$ cat src/core/pca_pkg.sv
// constants, indices and state type of the pci arbiter with strap setup
// assumes a single clock domain and active-low pci request/grant pins
package pca_pkg;
	// ****************************************
	// requester slots
	// ****************************************
	localparam int unsigned PCA_NUM_REQ = 6;
	localparam logic [2:0] PCA_IDX_ZERO = 3'h0;
	localparam logic [2:0] PCA_IDX_TWO = 3'h1;
	localparam logic [2:0] PCA_IDX_THREE = 3'h2;
	localparam logic [2:0] PCA_IDX_FOUR = 3'h3;
	localparam logic [2:0] PCA_IDX_HOST = 3'h4;
	localparam logic [2:0] PCA_IDX_BRIDGE = 3'h5;
	localparam logic [2:0] PCA_IDX_RESET = 3'h5;
	// ****************************************
	// strap levels and pin reset values
	// ****************************************
	localparam logic PCA_STRAP_GROUNDED = 1'h0;
	localparam logic PCA_FAMILY_A_LEVEL = 1'h1;
	localparam logic PCA_PIN_IDLE = 1'h1;
	localparam logic PCA_OE_OFF = 1'h1;
	localparam logic [5:0] PCA_GRANT_NONE = 6'h3f;
	localparam logic [5:0] PCA_ONE_HOT = 6'h01;
	// ****************************************
	// control states
	// ****************************************
	typedef enum logic [1:0]
	{
		PCA_ST_WAIT_PG = 2'b00,
		PCA_ST_ARBITER = 2'b01,
		PCA_ST_EXTERNAL = 2'b10
	} pca_state_type;
endpackage

$ cat src/core/pca_rr_pick.sv
// rotating-priority picker: first active request after the last owner
// assumes requests are active high and last_in is below PCA_NUM_REQ
`timescale 1ns/10ps
module pca_rr_pick
(
	// requests and last owner
	input wire logic [5:0] req_in,
	input wire logic [2:0] last_in,
	// choice
	output logic found_out,
	output logic [2:0] pick_out
);
	import pca_pkg::*;

	function automatic logic [2:0] wrap_add(input logic [2:0] base,
		input logic [2:0] step);
		logic [3:0] sum;
		sum = {1'b0, base} + {1'b0, step};
		if (sum >= 4'(PCA_NUM_REQ))
		begin
			sum = sum - 4'(PCA_NUM_REQ);
		end
		return sum[2:0];
	endfunction

	logic [2:0] cand [1:6];

	genvar k;
	generate
		for (k = 1; k <= 6; k++)
		begin : g_cand
			assign cand[k] = wrap_add(last_in, 3'(k));
		end
	endgenerate

	// lowest step after the last owner wins
	always_comb
	begin
		found_out = 1'b0;
		pick_out = last_in;
		for (int i = 6; i >= 1; i--)
		begin
			if (req_in[cand[i]])
			begin
				found_out = 1'b1;
				pick_out = cand[i];
			end
		end
	end
endmodule

$ cat src/core/pca_arbiter.sv
// pci request/grant arbiter with power-good strap setup and flush handshake
// assumes pins synchronous to clk_in; pad logic resolves two-way pins
`timescale 1ns/10ps
module pca_arbiter
(
	// clock and reset
	input wire logic clk_in,
	input wire logic reset_n_in,
	input wire logic power_good_in,
	// strap pins with their later grant function
	input wire logic fifth_master_strap_in,
	output logic grant_out_three_out,
	output logic grant_out_three_oe_n_out,
	input wire logic arb_disable_strap_in,
	output logic grant_out_two_out,
	output logic grant_out_two_oe_n_out,
	input wire logic cpu_family_strap_in,
	output logic host_grant_out,
	output logic host_grant_oe_n_out,
	// request inputs, active low
	input wire logic request_in_two_in,
	input wire logic request_in_three_in,
	input wire logic request_in_four_in,
	input wire logic host_request_in,
	// shared pins: grant zero or bridge request, request zero or grant
	output logic bridge_request_out,
	input wire logic bridge_grant_in,
	// shared pin six: grant four or flush request
	output logic grant_out_four_out,
	// internal bridge and flush user side
	input wire logic bridge_need_bus_in,
	output logic bridge_owns_bus_out,
	input wire logic flush_need_in,
	output logic flush_done_out,
	// captured setup
	output logic straps_valid_out,
	output logic arbiter_enabled_out,
	output logic fifth_master_out,
	output logic cpu_family_a_out
);
	import pca_pkg::*;

	pca_state_type state_ff;
	pca_state_type nxt_state;
	logic pg_ff;
	logic disabled_ff;
	logic fifth_ff;
	logic family_ff;
	logic [5:0] grant_n_ff;
	logic [5:0] nxt_grant_n;
	logic [2:0] last_ff;
	logic [2:0] nxt_last;
	logic flush_req_n_ff;
	logic nxt_flush_req_n;
	logic flush_done_ff;
	logic nxt_flush_done;
	logic pin_zero_ff;
	logic pin_six_ff;
	logic bridge_owns_ff;
	logic oe_n_ff;
	logic valid_ff;
	logic enabled_ff;
	logic [5:0] req_act;
	logic found;
	logic [2:0] pick;
	logic pg_rise;
	logic fifth_active;
	logic flush_active;

	// ****************************************
	// strap capture
	// ****************************************
	assign pg_rise = power_good_in & ~pg_ff;

	always_ff @(posedge clk_in or negedge reset_n_in)
	begin
		if (!reset_n_in)
			pg_ff <= 1'b0;
		else
			pg_ff <= power_good_in;
	end

	always_ff @(posedge clk_in or negedge reset_n_in)
	begin
		if (!reset_n_in)
		begin
			disabled_ff <= 1'b0;
			fifth_ff <= 1'b0;
			family_ff <= 1'b0;
		end
		else if (state_ff == PCA_ST_WAIT_PG && pg_rise)
		begin
			disabled_ff <= arb_disable_strap_in == PCA_STRAP_GROUNDED;
			fifth_ff <= fifth_master_strap_in == PCA_STRAP_GROUNDED;
			family_ff <= cpu_family_strap_in == PCA_FAMILY_A_LEVEL;
		end
	end

	// disable overrides the fifth-master strap
	assign fifth_active = state_ff == PCA_ST_ARBITER && fifth_ff;
	assign flush_active = state_ff != PCA_ST_WAIT_PG && !fifth_active;

	always_comb
	begin
		nxt_state = state_ff;
		case (state_ff)
			PCA_ST_WAIT_PG:
				if (pg_rise)
				begin
					if (arb_disable_strap_in == PCA_STRAP_GROUNDED)
						nxt_state = PCA_ST_EXTERNAL;
					else
						nxt_state = PCA_ST_ARBITER;
				end
			default:
				nxt_state = state_ff;
		endcase
	end

	always_ff @(posedge clk_in or negedge reset_n_in)
	begin
		if (!reset_n_in)
			state_ff <= PCA_ST_WAIT_PG;
		else
			state_ff <= nxt_state;
	end

	// ****************************************
	// arbitration
	// ****************************************
	assign req_act[PCA_IDX_ZERO] = ~bridge_grant_in;
	assign req_act[PCA_IDX_TWO] = ~request_in_two_in;
	assign req_act[PCA_IDX_THREE] = ~request_in_three_in;
	assign req_act[PCA_IDX_FOUR] = ~request_in_four_in & fifth_active;
	assign req_act[PCA_IDX_HOST] = ~host_request_in;
	assign req_act[PCA_IDX_BRIDGE] = bridge_need_bus_in;

	pca_rr_pick u_pick
	(
		.req_in(req_act),
		.last_in(last_ff),
		.found_out(found),
		.pick_out(pick)
	);

	// grant held while its request stays; one idle cycle between owners
	always_comb
	begin
		nxt_grant_n = PCA_GRANT_NONE;
		nxt_last = last_ff;
		if (state_ff == PCA_ST_ARBITER)
		begin
			if (grant_n_ff != PCA_GRANT_NONE)
			begin
				if (req_act[last_ff])
					nxt_grant_n = grant_n_ff;
			end
			else if (found)
			begin
				nxt_grant_n = ~(PCA_ONE_HOT << pick);
				nxt_last = pick;
			end
		end
	end

	always_ff @(posedge clk_in or negedge reset_n_in)
	begin
		if (!reset_n_in)
		begin
			grant_n_ff <= PCA_GRANT_NONE;
			last_ff <= PCA_IDX_RESET;
		end
		else
		begin
			grant_n_ff <= nxt_grant_n;
			last_ff <= nxt_last;
		end
	end

	always_ff @(posedge clk_in or negedge reset_n_in)
	begin
		if (!reset_n_in)
			oe_n_ff <= PCA_OE_OFF;
		else
			oe_n_ff <= nxt_state != PCA_ST_ARBITER;
	end

	// registered copies of the mode for the status outputs
	always_ff @(posedge clk_in or negedge reset_n_in)
	begin
		if (!reset_n_in)
		begin
			valid_ff <= 1'b0;
			enabled_ff <= 1'b0;
		end
		else
		begin
			valid_ff <= nxt_state != PCA_ST_WAIT_PG;
			enabled_ff <= nxt_state == PCA_ST_ARBITER;
		end
	end

	// ****************************************
	// flush handshake
	// ****************************************
	always_comb
	begin
		nxt_flush_req_n = PCA_PIN_IDLE;
		nxt_flush_done = 1'b0;
		if (flush_active)
		begin
			nxt_flush_req_n = flush_req_n_ff;
			if (!flush_req_n_ff && !request_in_four_in)
			begin
				nxt_flush_req_n = PCA_PIN_IDLE;
				nxt_flush_done = 1'b1;
			end
			else if (flush_req_n_ff && flush_need_in && request_in_four_in)
				nxt_flush_req_n = 1'b0;
		end
	end

	always_ff @(posedge clk_in or negedge reset_n_in)
	begin
		if (!reset_n_in)
		begin
			flush_req_n_ff <= PCA_PIN_IDLE;
			flush_done_ff <= 1'b0;
		end
		else
		begin
			flush_req_n_ff <= nxt_flush_req_n;
			flush_done_ff <= nxt_flush_done;
		end
	end

	// ****************************************
	// shared pins
	// ****************************************
	always_ff @(posedge clk_in or negedge reset_n_in)
	begin
		if (!reset_n_in)
		begin
			pin_six_ff <= PCA_PIN_IDLE;
			pin_zero_ff <= PCA_PIN_IDLE;
			bridge_owns_ff <= 1'b0;
		end
		else
		begin
			if (fifth_active)
				pin_six_ff <= nxt_grant_n[PCA_IDX_FOUR];
			else
				pin_six_ff <= nxt_flush_req_n;
			if (state_ff == PCA_ST_EXTERNAL)
			begin
				pin_zero_ff <= ~bridge_need_bus_in;
				bridge_owns_ff <= bridge_need_bus_in && !pin_zero_ff
					&& !bridge_grant_in;
			end
			else
			begin
				pin_zero_ff <= nxt_grant_n[PCA_IDX_ZERO];
				bridge_owns_ff <= !nxt_grant_n[PCA_IDX_BRIDGE];
			end
		end
	end

	// ****************************************
	// outputs
	// ****************************************
	assign grant_out_three_out = grant_n_ff[PCA_IDX_THREE];
	assign grant_out_three_oe_n_out = oe_n_ff;
	assign grant_out_two_out = grant_n_ff[PCA_IDX_TWO];
	assign grant_out_two_oe_n_out = oe_n_ff;
	assign host_grant_out = grant_n_ff[PCA_IDX_HOST];
	assign host_grant_oe_n_out = oe_n_ff;
	assign bridge_request_out = pin_zero_ff;
	assign grant_out_four_out = pin_six_ff;
	assign bridge_owns_bus_out = bridge_owns_ff;
	assign flush_done_out = flush_done_ff;
	assign straps_valid_out = valid_ff;
	assign arbiter_enabled_out = enabled_ff;
	assign fifth_master_out = fifth_ff;
	assign cpu_family_a_out = family_ff;

	// ****************************************
	// checks
	// ****************************************
	a_one_grant_only:
	assert property (@(posedge clk_in) disable iff (!reset_n_in)
		$onehot0(~grant_n_ff))
	else $error("more than one grant active");

	a_grant_needs_request:
	assert property (@(posedge clk_in) disable iff (!reset_n_in)
		$fell(grant_out_three_out) |-> $past(!request_in_three_in))
	else $error("grant three without request");

	a_grant_drops_release:
	assert property (@(posedge clk_in) disable iff (!reset_n_in)
		(!host_grant_out && host_request_in) |=> host_grant_out)
	else $error("host grant held after request release");

	a_disable_strap_mode:
	assert property (@(posedge clk_in) disable iff (!reset_n_in)
		(state_ff == PCA_ST_WAIT_PG && pg_rise && !arb_disable_strap_in)
		|=> !arbiter_enabled_out && disabled_ff && host_grant_oe_n_out)
	else $error("grounded disable strap did not disable arbiter");

	a_flush_pin_follow:
	assert property (@(posedge clk_in) disable iff (!reset_n_in)
		(state_ff == PCA_ST_EXTERNAL) |-> grant_out_four_out == flush_req_n_ff)
	else $error("pin six not flush request while disabled");

	a_flush_ack_release:
	assert property (@(posedge clk_in) disable iff (!reset_n_in)
		(flush_active && !flush_req_n_ff && !request_in_four_in
		&& state_ff == $past(state_ff))
		|=> grant_out_four_out && flush_done_out ##1 !flush_done_out)
	else $error("flush request not released on acknowledge");

	a_family_capture:
	assert property (@(posedge clk_in) disable iff (!reset_n_in)
		(state_ff == PCA_ST_WAIT_PG && pg_rise)
		|=> cpu_family_a_out == $past(cpu_family_strap_in) && straps_valid_out)
	else $error("cpu family strap not captured");

	a_bridge_request_follow:
	assert property (@(posedge clk_in) disable iff (!reset_n_in)
		(state_ff == PCA_ST_EXTERNAL && $past(state_ff) == PCA_ST_EXTERNAL)
		|-> bridge_request_out == $past(!bridge_need_bus_in))
	else $error("bridge request not following need");

	a_no_drive_before:
	assert property (@(posedge clk_in) disable iff (!reset_n_in)
		(state_ff == PCA_ST_WAIT_PG) |-> grant_out_two_oe_n_out
		&& grant_out_three_oe_n_out && grant_n_ff == PCA_GRANT_NONE)
	else $error("strap pin driven before straps sampled");

	a_fifth_grant_pin:
	assert property (@(posedge clk_in) disable iff (!reset_n_in)
		(fifth_active && $past(fifth_active))
		|-> grant_out_four_out == grant_n_ff[PCA_IDX_FOUR])
	else $error("pin six not grant four in fifth-master mode");
endmodule

$ cat config.mk
export PLATFORM = sky130hd
export DESIGN_NAME = pca_arbiter
export DESIGN_NICKNAME = d
export VERILOG_FILES = /design/src/core/pca_pkg.sv /design/src/core/pca_rr_pick.sv /design/src/core/pca_arbiter.sv
export SDC_FILE = /design/constraint.sdc
export NUM_CORES = 1
export LEC_CHECK = 0
export BUFFER_PORTS_ARGS = -buffer_cell sky130_fd_sc_hd__buf_4
export CAP_MARGIN = 20
export CORE_MARGIN = 2
export CORE_UTILIZATION = 44
export CTS_CLUSTER_DIAMETER = 50
export DETAILED_ROUTE_END_ITERATION = 8
export GPL_ROUTABILITY_DRIVEN = 0
export GPL_TIMING_DRIVEN = 0
export HOLD_SLACK_MARGIN = 0.03
export MAX_ROUTING_LAYER = met4
export PLACE_DENSITY = 0.73
export SYNTH_ARGS = -nofsm -noshare
export SYNTH_HDL_FRONTEND = slang
export SYNTH_HIERARCHICAL = 1
export SYNTH_SLANG_ARGS = --single-unit
$ cat constraint.sdc
create_clock -name clk_in -period 6.4 [get_ports clk_in]
set_input_delay 0.96 -clock clk_in [delete_from_list [all_inputs] [get_ports clk_in]]
set_output_delay 0.96 -clock clk_in [all_outputs]
set_load 0.03 [all_outputs]
Word-level counts from Yosys, hierarchy flattened. Index checks and enable logic that the tools add are counted. Widths: inputs -> output; s select.

$add $sub $neg: 12. Multiply operators: 0. Divide/modulo/power cells: 0. Magnitude comparators: 13. Eq/ne operators: 6. Shift-type cells: 1. Multiplexer cells: 47. Bitwise logic cells: 12. Reduce and logical (&&, ||, !) cells: 18.

Operator list (count): $mux 3 (12); $lt 3x4->1 const B (7); $ge 4x3->1 const B (6); $mux 6 (4); $bmux 1 s3 (7); $mux 1 (21); $sub 3x3->3 const B (6); $add 3x3->4 const B (3); $not 1->1 (9); $add 3x2->4 const B (2); $logic_and 1x1->1 (8); $logic_not 1->1 (6); $mux 2 (3); $ne 6x6->1 const B (1); $not 6->6 (1); $shl 1x3->6 const A (1); $add 3x1->4 const B (1); $eq 2x1->1 const B (2); $reduce_bool 2->1 (2); $ne 3x3->1 const B (1); $reduce_and 3->1 (1); $and 1x1->1 (2); $eq 2x2->1 const B (1); $logic_not 2->1 (1); $ne 2x1->1 const B (1).

Register bits after elaboration: 22. Bits in latches: 0. Bits in writable memories: 0. ROM bits: 0. Memories kept: 0.

Logic depth before layout (Yosys ltp).
Depth in word-level cells: 18. Gate-level depth with buffers: 16.

By module. The synthesis kept the hierarchy.

By module, submodules not included: pca_arbiter (instances 1, cells an instance 92, area an instance 1069.8 um^2, sequential area each 565.5 um^2); pca_rr_pick (instances 1, cells an instance 116, area an instance 915.9 um^2, sequential area each 0.0 um^2).

Worst setup path after synthesis. OpenSTA, ideal clock, no wires.

Path kind: input to register. Start point: input request_in_four_in. End point: register last_ff[2]. Setup time: 0.085 ns. Arrival: 3.036 ns. Slack: 3.280 ns. Stages on the path: 12. Cells stage by stage: and4bb_4 -> mux2i_1 -> nor2b_1 -> o31ai_2 -> o21ai_1 -> nand2b_4 -> nor3_2 -> nand4_1 -> and4_1 -> and3_1 -> buf_6 -> mux2_1.

Word-level cells in the longest chain between the ends: 11.

Ends and longest elaborated chain: from (decl) (RTL line pca_arbiter.sv:23) `input wire logic request_in_four_in,`; $not 1->1 * (RTL line pca_arbiter.sv:134) `assign req_act[PCA_IDX_FOUR] = ~request_in_four_in & fifth_active;`; $and 1x1->1 * (RTL line pca_arbiter.sv:134); $bmux 1 s3 (RTL line pca_rr_pick.sv:43) `if (req_in[cand[i]])`; $mux 1 (implied by the code) (RTL line pca_rr_pick.sv:43); $mux 1 (5 in series) (RTL line pca_rr_pick.sv:43); $mux 1 * (RTL line pca_rr_pick.sv:43); net found (RTL line pca_arbiter.sv:64) `logic found;`; $reduce_and 3->1 (no source line) *; to (signal assigned) (RTL line pca_arbiter.sv:176) `last_ff <= nxt_last;`; to (decl) (RTL line pca_arbiter.sv:51) `logic [2:0] last_ff;`.

The timed path passes the listed nets; every way through them passes the cells marked *. The select of a mux whose other input is x is not followed. A chain may end at the register's enable or synchronous reset.

Worst setup path after layout.
Start point: register last_ff[0]. End point: register pin_six_ff (netlist: grant_out_four_out).

Word-level cells in the longest chain between the ends: 17.

Ends and longest elaborated chain: $add 3x3->4 (RTL line pca_rr_pick.sv:18) `sum = {1'b0, base} + {1'b0, step};`; $ge 4x3->1 / $sub 3x3->3 (equally long branches) (RTL line pca_rr_pick.sv:19, pca_rr_pick.sv:21); $mux 3 (RTL line pca_rr_pick.sv:19) `if (sum >= 4'(PCA_NUM_REQ))`; $bmux 1 s3 (RTL line pca_rr_pick.sv:43); $mux 1 (implied by the code) (RTL line pca_rr_pick.sv:43); $mux 3 (5 in series) (RTL line pca_rr_pick.sv:43); $mux 3 * (RTL line pca_rr_pick.sv:43); net pick[0] (RTL line pca_arbiter.sv:65) `logic [2:0] pick;`; $shl 1x3->6 * (RTL line pca_arbiter.sv:160) `nxt_grant_n = ~(PCA_ONE_HOT << pick);`; $not 6->6 * (RTL line pca_arbiter.sv:160); $mux 6 * (RTL line pca_arbiter.sv:158) `else if (found)`; $mux 6 * (RTL line pca_arbiter.sv:153) `if (grant_n_ff != PCA_GRANT_NONE)`; $mux 6 * (RTL line pca_arbiter.sv:151) `if (state_ff == PCA_ST_ARBITER)`; $mux 1 * (RTL line pca_arbiter.sv:250) `if (fifth_active)`; to (signal assigned) (RTL line pca_arbiter.sv:251) `pin_six_ff <= nxt_grant_n[PCA_IDX_FOUR];`; to (signal assigned) (RTL line pca_arbiter.sv:253) `pin_six_ff <= nxt_flush_req_n;`; to (decl) (RTL line pca_arbiter.sv:58) `logic pin_six_ff;`.

Marked as above.

==> impl_summary.log <==
[metrics] area of the die: 5066 um2
[metrics] DRT Wirelength: 4.299 mm
[metrics] PostCTS Resize Cnt: 0
[metrics] worst hold margin: 0.5173 ns
[metrics] average vias per placed instance: 5.631
[metrics] launching element type of the critical path: flop
[metrics] final critical-path share of the clock period: 55.40%
[metrics] Worst Path Class, Setup: flop to flop
[metrics] total CTS buffers: 3
[metrics] cell accounting for the most synthesized area: dfstp_2
[metrics] actual slew at the worst max-slew pin: 0.6704 ns
[metrics] slack of the worst reg-to-reg path: 2.85 ns
[metrics] endpoint class of the critical path: flop
[metrics] number of distinct library cells after synthesis: 69
[metrics] flip-flop count of the largest register after layout: 6
[metrics] via count of the first global-routing pass: 1563
[metrics] First DRT Iteration DRCs: 69
[metrics] buffer depth of the longest clock path: 2
[metrics] Area Overhead vs Synth: 16.70%
[metrics] clock tree root driver cell: clkbuf_8
[metrics] CTS tree: done
[metrics] startpoint of the worst setup timing path: last_ff[0]$_DFFE_PN1P_
[metrics] worst min path class: flop to flop
[metrics] synthesized area per cell: 9.546 um2
[metrics] upper clock frequency limit: 0.2821 GHz
[metrics] detailed-route via count: 1633
[metrics] flip-flop and latch count after synthesis: 22
[metrics] drt pass-1 iters: 4
[metrics] total routing resource utilization after global routing: 18.20%
[metrics] Post-Route Utilization: 53.22%
[metrics] post-layout min period: 3.545 ns
[metrics] main flop type after synthesis: dfstp_2
[metrics] number of cells produced by synthesis: 208
[metrics] Die Y: 71.18 um
[metrics] final layout net count: 262
[metrics] worst endpoint required time: 6.59 ns
[metrics] I/O Pins: 27
[metrics] hold_buf cts: 0
[metrics] Reg clk slew, reported paths: 0.08 ns
[metrics] unrepaired setup endpoints after global routing: no
[metrics] worst skew pair latency: 0.26 ns
[metrics] ratio of cells with drive above 1 in the final layout: 35.71%
[metrics] H-tree level count: 1
[metrics] antenna violations before repair: 0
[metrics] leading post-synthesis cells by cell area: dfstp_2, dfrtp_1, ha_1, mux2i_1, xnor2_1
[metrics] worst r2r path cells: 15
[metrics] FP Rows: 24
[metrics] PwrDens: 599.8 nW/um2
[metrics] largest reg by FF count: grant_n_ff
[metrics] worst slew slack as a fraction of its limit: 54.03%
[metrics] number of clock sinks: 22
[metrics] async set-or-reset flop fraction in the synthesized netlist: 100.0%
[metrics] I/O Buffers: 26
[metrics] run status: finished, final reports clean
[metrics] Inserted Diodes: 0
[metrics] Post-DRT Antenna Nets: 0
[metrics] maximum number of pins on one net before global-route repair: 23
[metrics] FF-to-FF Start: last_ff[0]$_DFFE_PN1P_
[metrics] Post-Syn Area: 1986 um2
[metrics] most numerous cell types in the synthesized netlist: dfstp_2, inv_1, nor2_1
[metrics] registers with the most flip-flops: grant_n_ff: 6 flops, last_ff: 3 flops, state_ff: 2 flops
[metrics] R2R Path End: grant_out_four_out$_DFF_PN1_
[metrics] hold violation count in the final report: 0
[metrics] Synth Net Count: 231
[metrics] number of warnings issued by yosys: 6
[metrics] post-route DRC violation count: 0
[metrics] number of synthesized flops with an enable pin: 0
[metrics] mean routed wirelength per cell: 14.82 um
[metrics] final setup vio count: 0
[metrics] leakage power summed over all cells: 0.001007 uW
[metrics] fraction of synthesized cell area taken by the top area cell type: 15.88%
[metrics] end point of the critical path: grant_out_four_out$_DFF_PN1_
[metrics] initial core utilization: 45.60%
[metrics] fraction of the yosys area taken by sequential cells: 28.48%
[metrics] VDD IR max: 0.2915 mV
[metrics] final clock skew: 0.001699 ns
[metrics] post-CTS setup repair buffer count: 0
[metrics] Worst EP arrival: 3.74 ns
[metrics] HPWL reported at the end of detailed placement: 3.318 mm
[metrics] GRT overflow: 0
[metrics] chip width: 71.18 um
[metrics] MaxCap Viol Count: 0
[metrics] Fin Setup TNS: 0 ns
[metrics] maximum fanout count along the critical path: 14
[metrics] Max Transition Viols Final: 0
[metrics] area of the placeable core: 4354 um2
[metrics] first-pass GRT wire length: 7.279 mm
logic make-up (layout without fill, tap and decap cells):
group	Yosys count	after routing	share of synthesized area [%]
mux	13	13	7.309
simple gates	81	81	25.96
buf+inv	21	51	5.860
xor+xnor	8	8	3.907
compound gates	53	53	22.18
fa+ha+maj	10	10	6.301
flops	22	22	28.48
worst max-delay path: stages, from the launching register on:
cell,delay [ns]
dfstp_2,0.72
buf_6,0.21
inv_1,0.08
ha_1,0.29
buf_2,0.17
buf_2,0.20
and4b_1,0.19
o21ai_1,0.17
o211ai_1,0.19
a221oi_2,0.24
o21bai_2,0.08
xnor2_1,0.35
nor2b_1,0.23
nand4_1,0.14
o221ai_2,0.10
a21boi_1,0.09
cell usage in the layout (no fill, tap or decap), types with 4 or more instances in the layout:
cell type,instances
xnor2_1,6
inv_1,12
o21ai_1,4
dfrtp_1,10
o21ai_0,5
nand3b_1,6
mux2_2,4
a21oi_1,8
o21a_1,5
nor2_1,12
and3_1,5
nand2_1,9
dfstp_2,12
mux2i_1,6
nor3_2,4
buf_4,29
ha_1,10
nand3_1,8
nand2b_1,4
report_power, final:
group	total (uW)	leakage (uW)	switching, uW	internal, uW
registers	243	0.000244	51.0	192
logic	1020	0.000728	574	442
clock network	131	0.0000357	47.3	83.6
stage by stage:
stage | cells | total power, uW | setup slack (ns) | area [um2]
after global placement | 286 | 1237 | 2.793 | 2246
after CTS | 290 | 1392 | 2.832 | 2317
after floorplan | 208 | 1052 | 3.280 | 1986
final | 290 | 1390 | 2.855 | 2317
after detailed placement | 286 | 1257 | 2.749 | 2246
after global routing | 290 | 1497 | 2.581 | 2317
worst min-delay path by stage:
| stage | end | startpoint | slack (ns) | depth (start not counted) |
|---|---|---|---|---|
| 2_1_floorplan | flush_req_n_ff$_DFF_PN1_ | flush_req_n_ff$_DFF_PN1_ | 0.49 | 2 |
| 4_1_cts | cpu_family_a_out$_DFFE_PN0P_ | cpu_family_a_out$_DFFE_PN0P_ | 0.52 | 1 |
| 5_1_grt | cpu_family_a_out$_DFFE_PN0P_ | cpu_family_a_out$_DFFE_PN0P_ | 0.54 | 1 |
| 6_report | cpu_family_a_out$_DFFE_PN0P_ | cpu_family_a_out$_DFFE_PN0P_ | 0.52 | 1 |
| 3_5_place_dp | cpu_family_a_out$_DFFE_PN0P_ | cpu_family_a_out$_DFFE_PN0P_ | 0.50 | 1 |
| 3_3_place_gp | cpu_family_a_out$_DFFE_PN0P_ | cpu_family_a_out$_DFFE_PN0P_ | 0.49 | 1 |
layer usage:
| metal | routed length (um) | share of wire (%) | global-route usage, % |
|---|---|---|---|
| met3 | 65 | 1.5 | 1.425 |
| met4 | 34 | 0.79 | 5.031 |
| met2 | 2165 | 50 | 29.01 |
| met5 | 0 | 0 | - |
| met1 | 2034 | 47 | 24.96 |
final cells by class:
class	count	area (um2)
clock buffers	3	41.29
flip-flops and latches	22	565.5
clock inverters	1	30.03
plain buffers	9	71.32
well taps	52	65.06
multi-input cells	165	1304
repair buffers	26	195.2
inverters	12	45.04
fillers	407	2037
No activity file was read; power rests on OpenSTA's default activity.
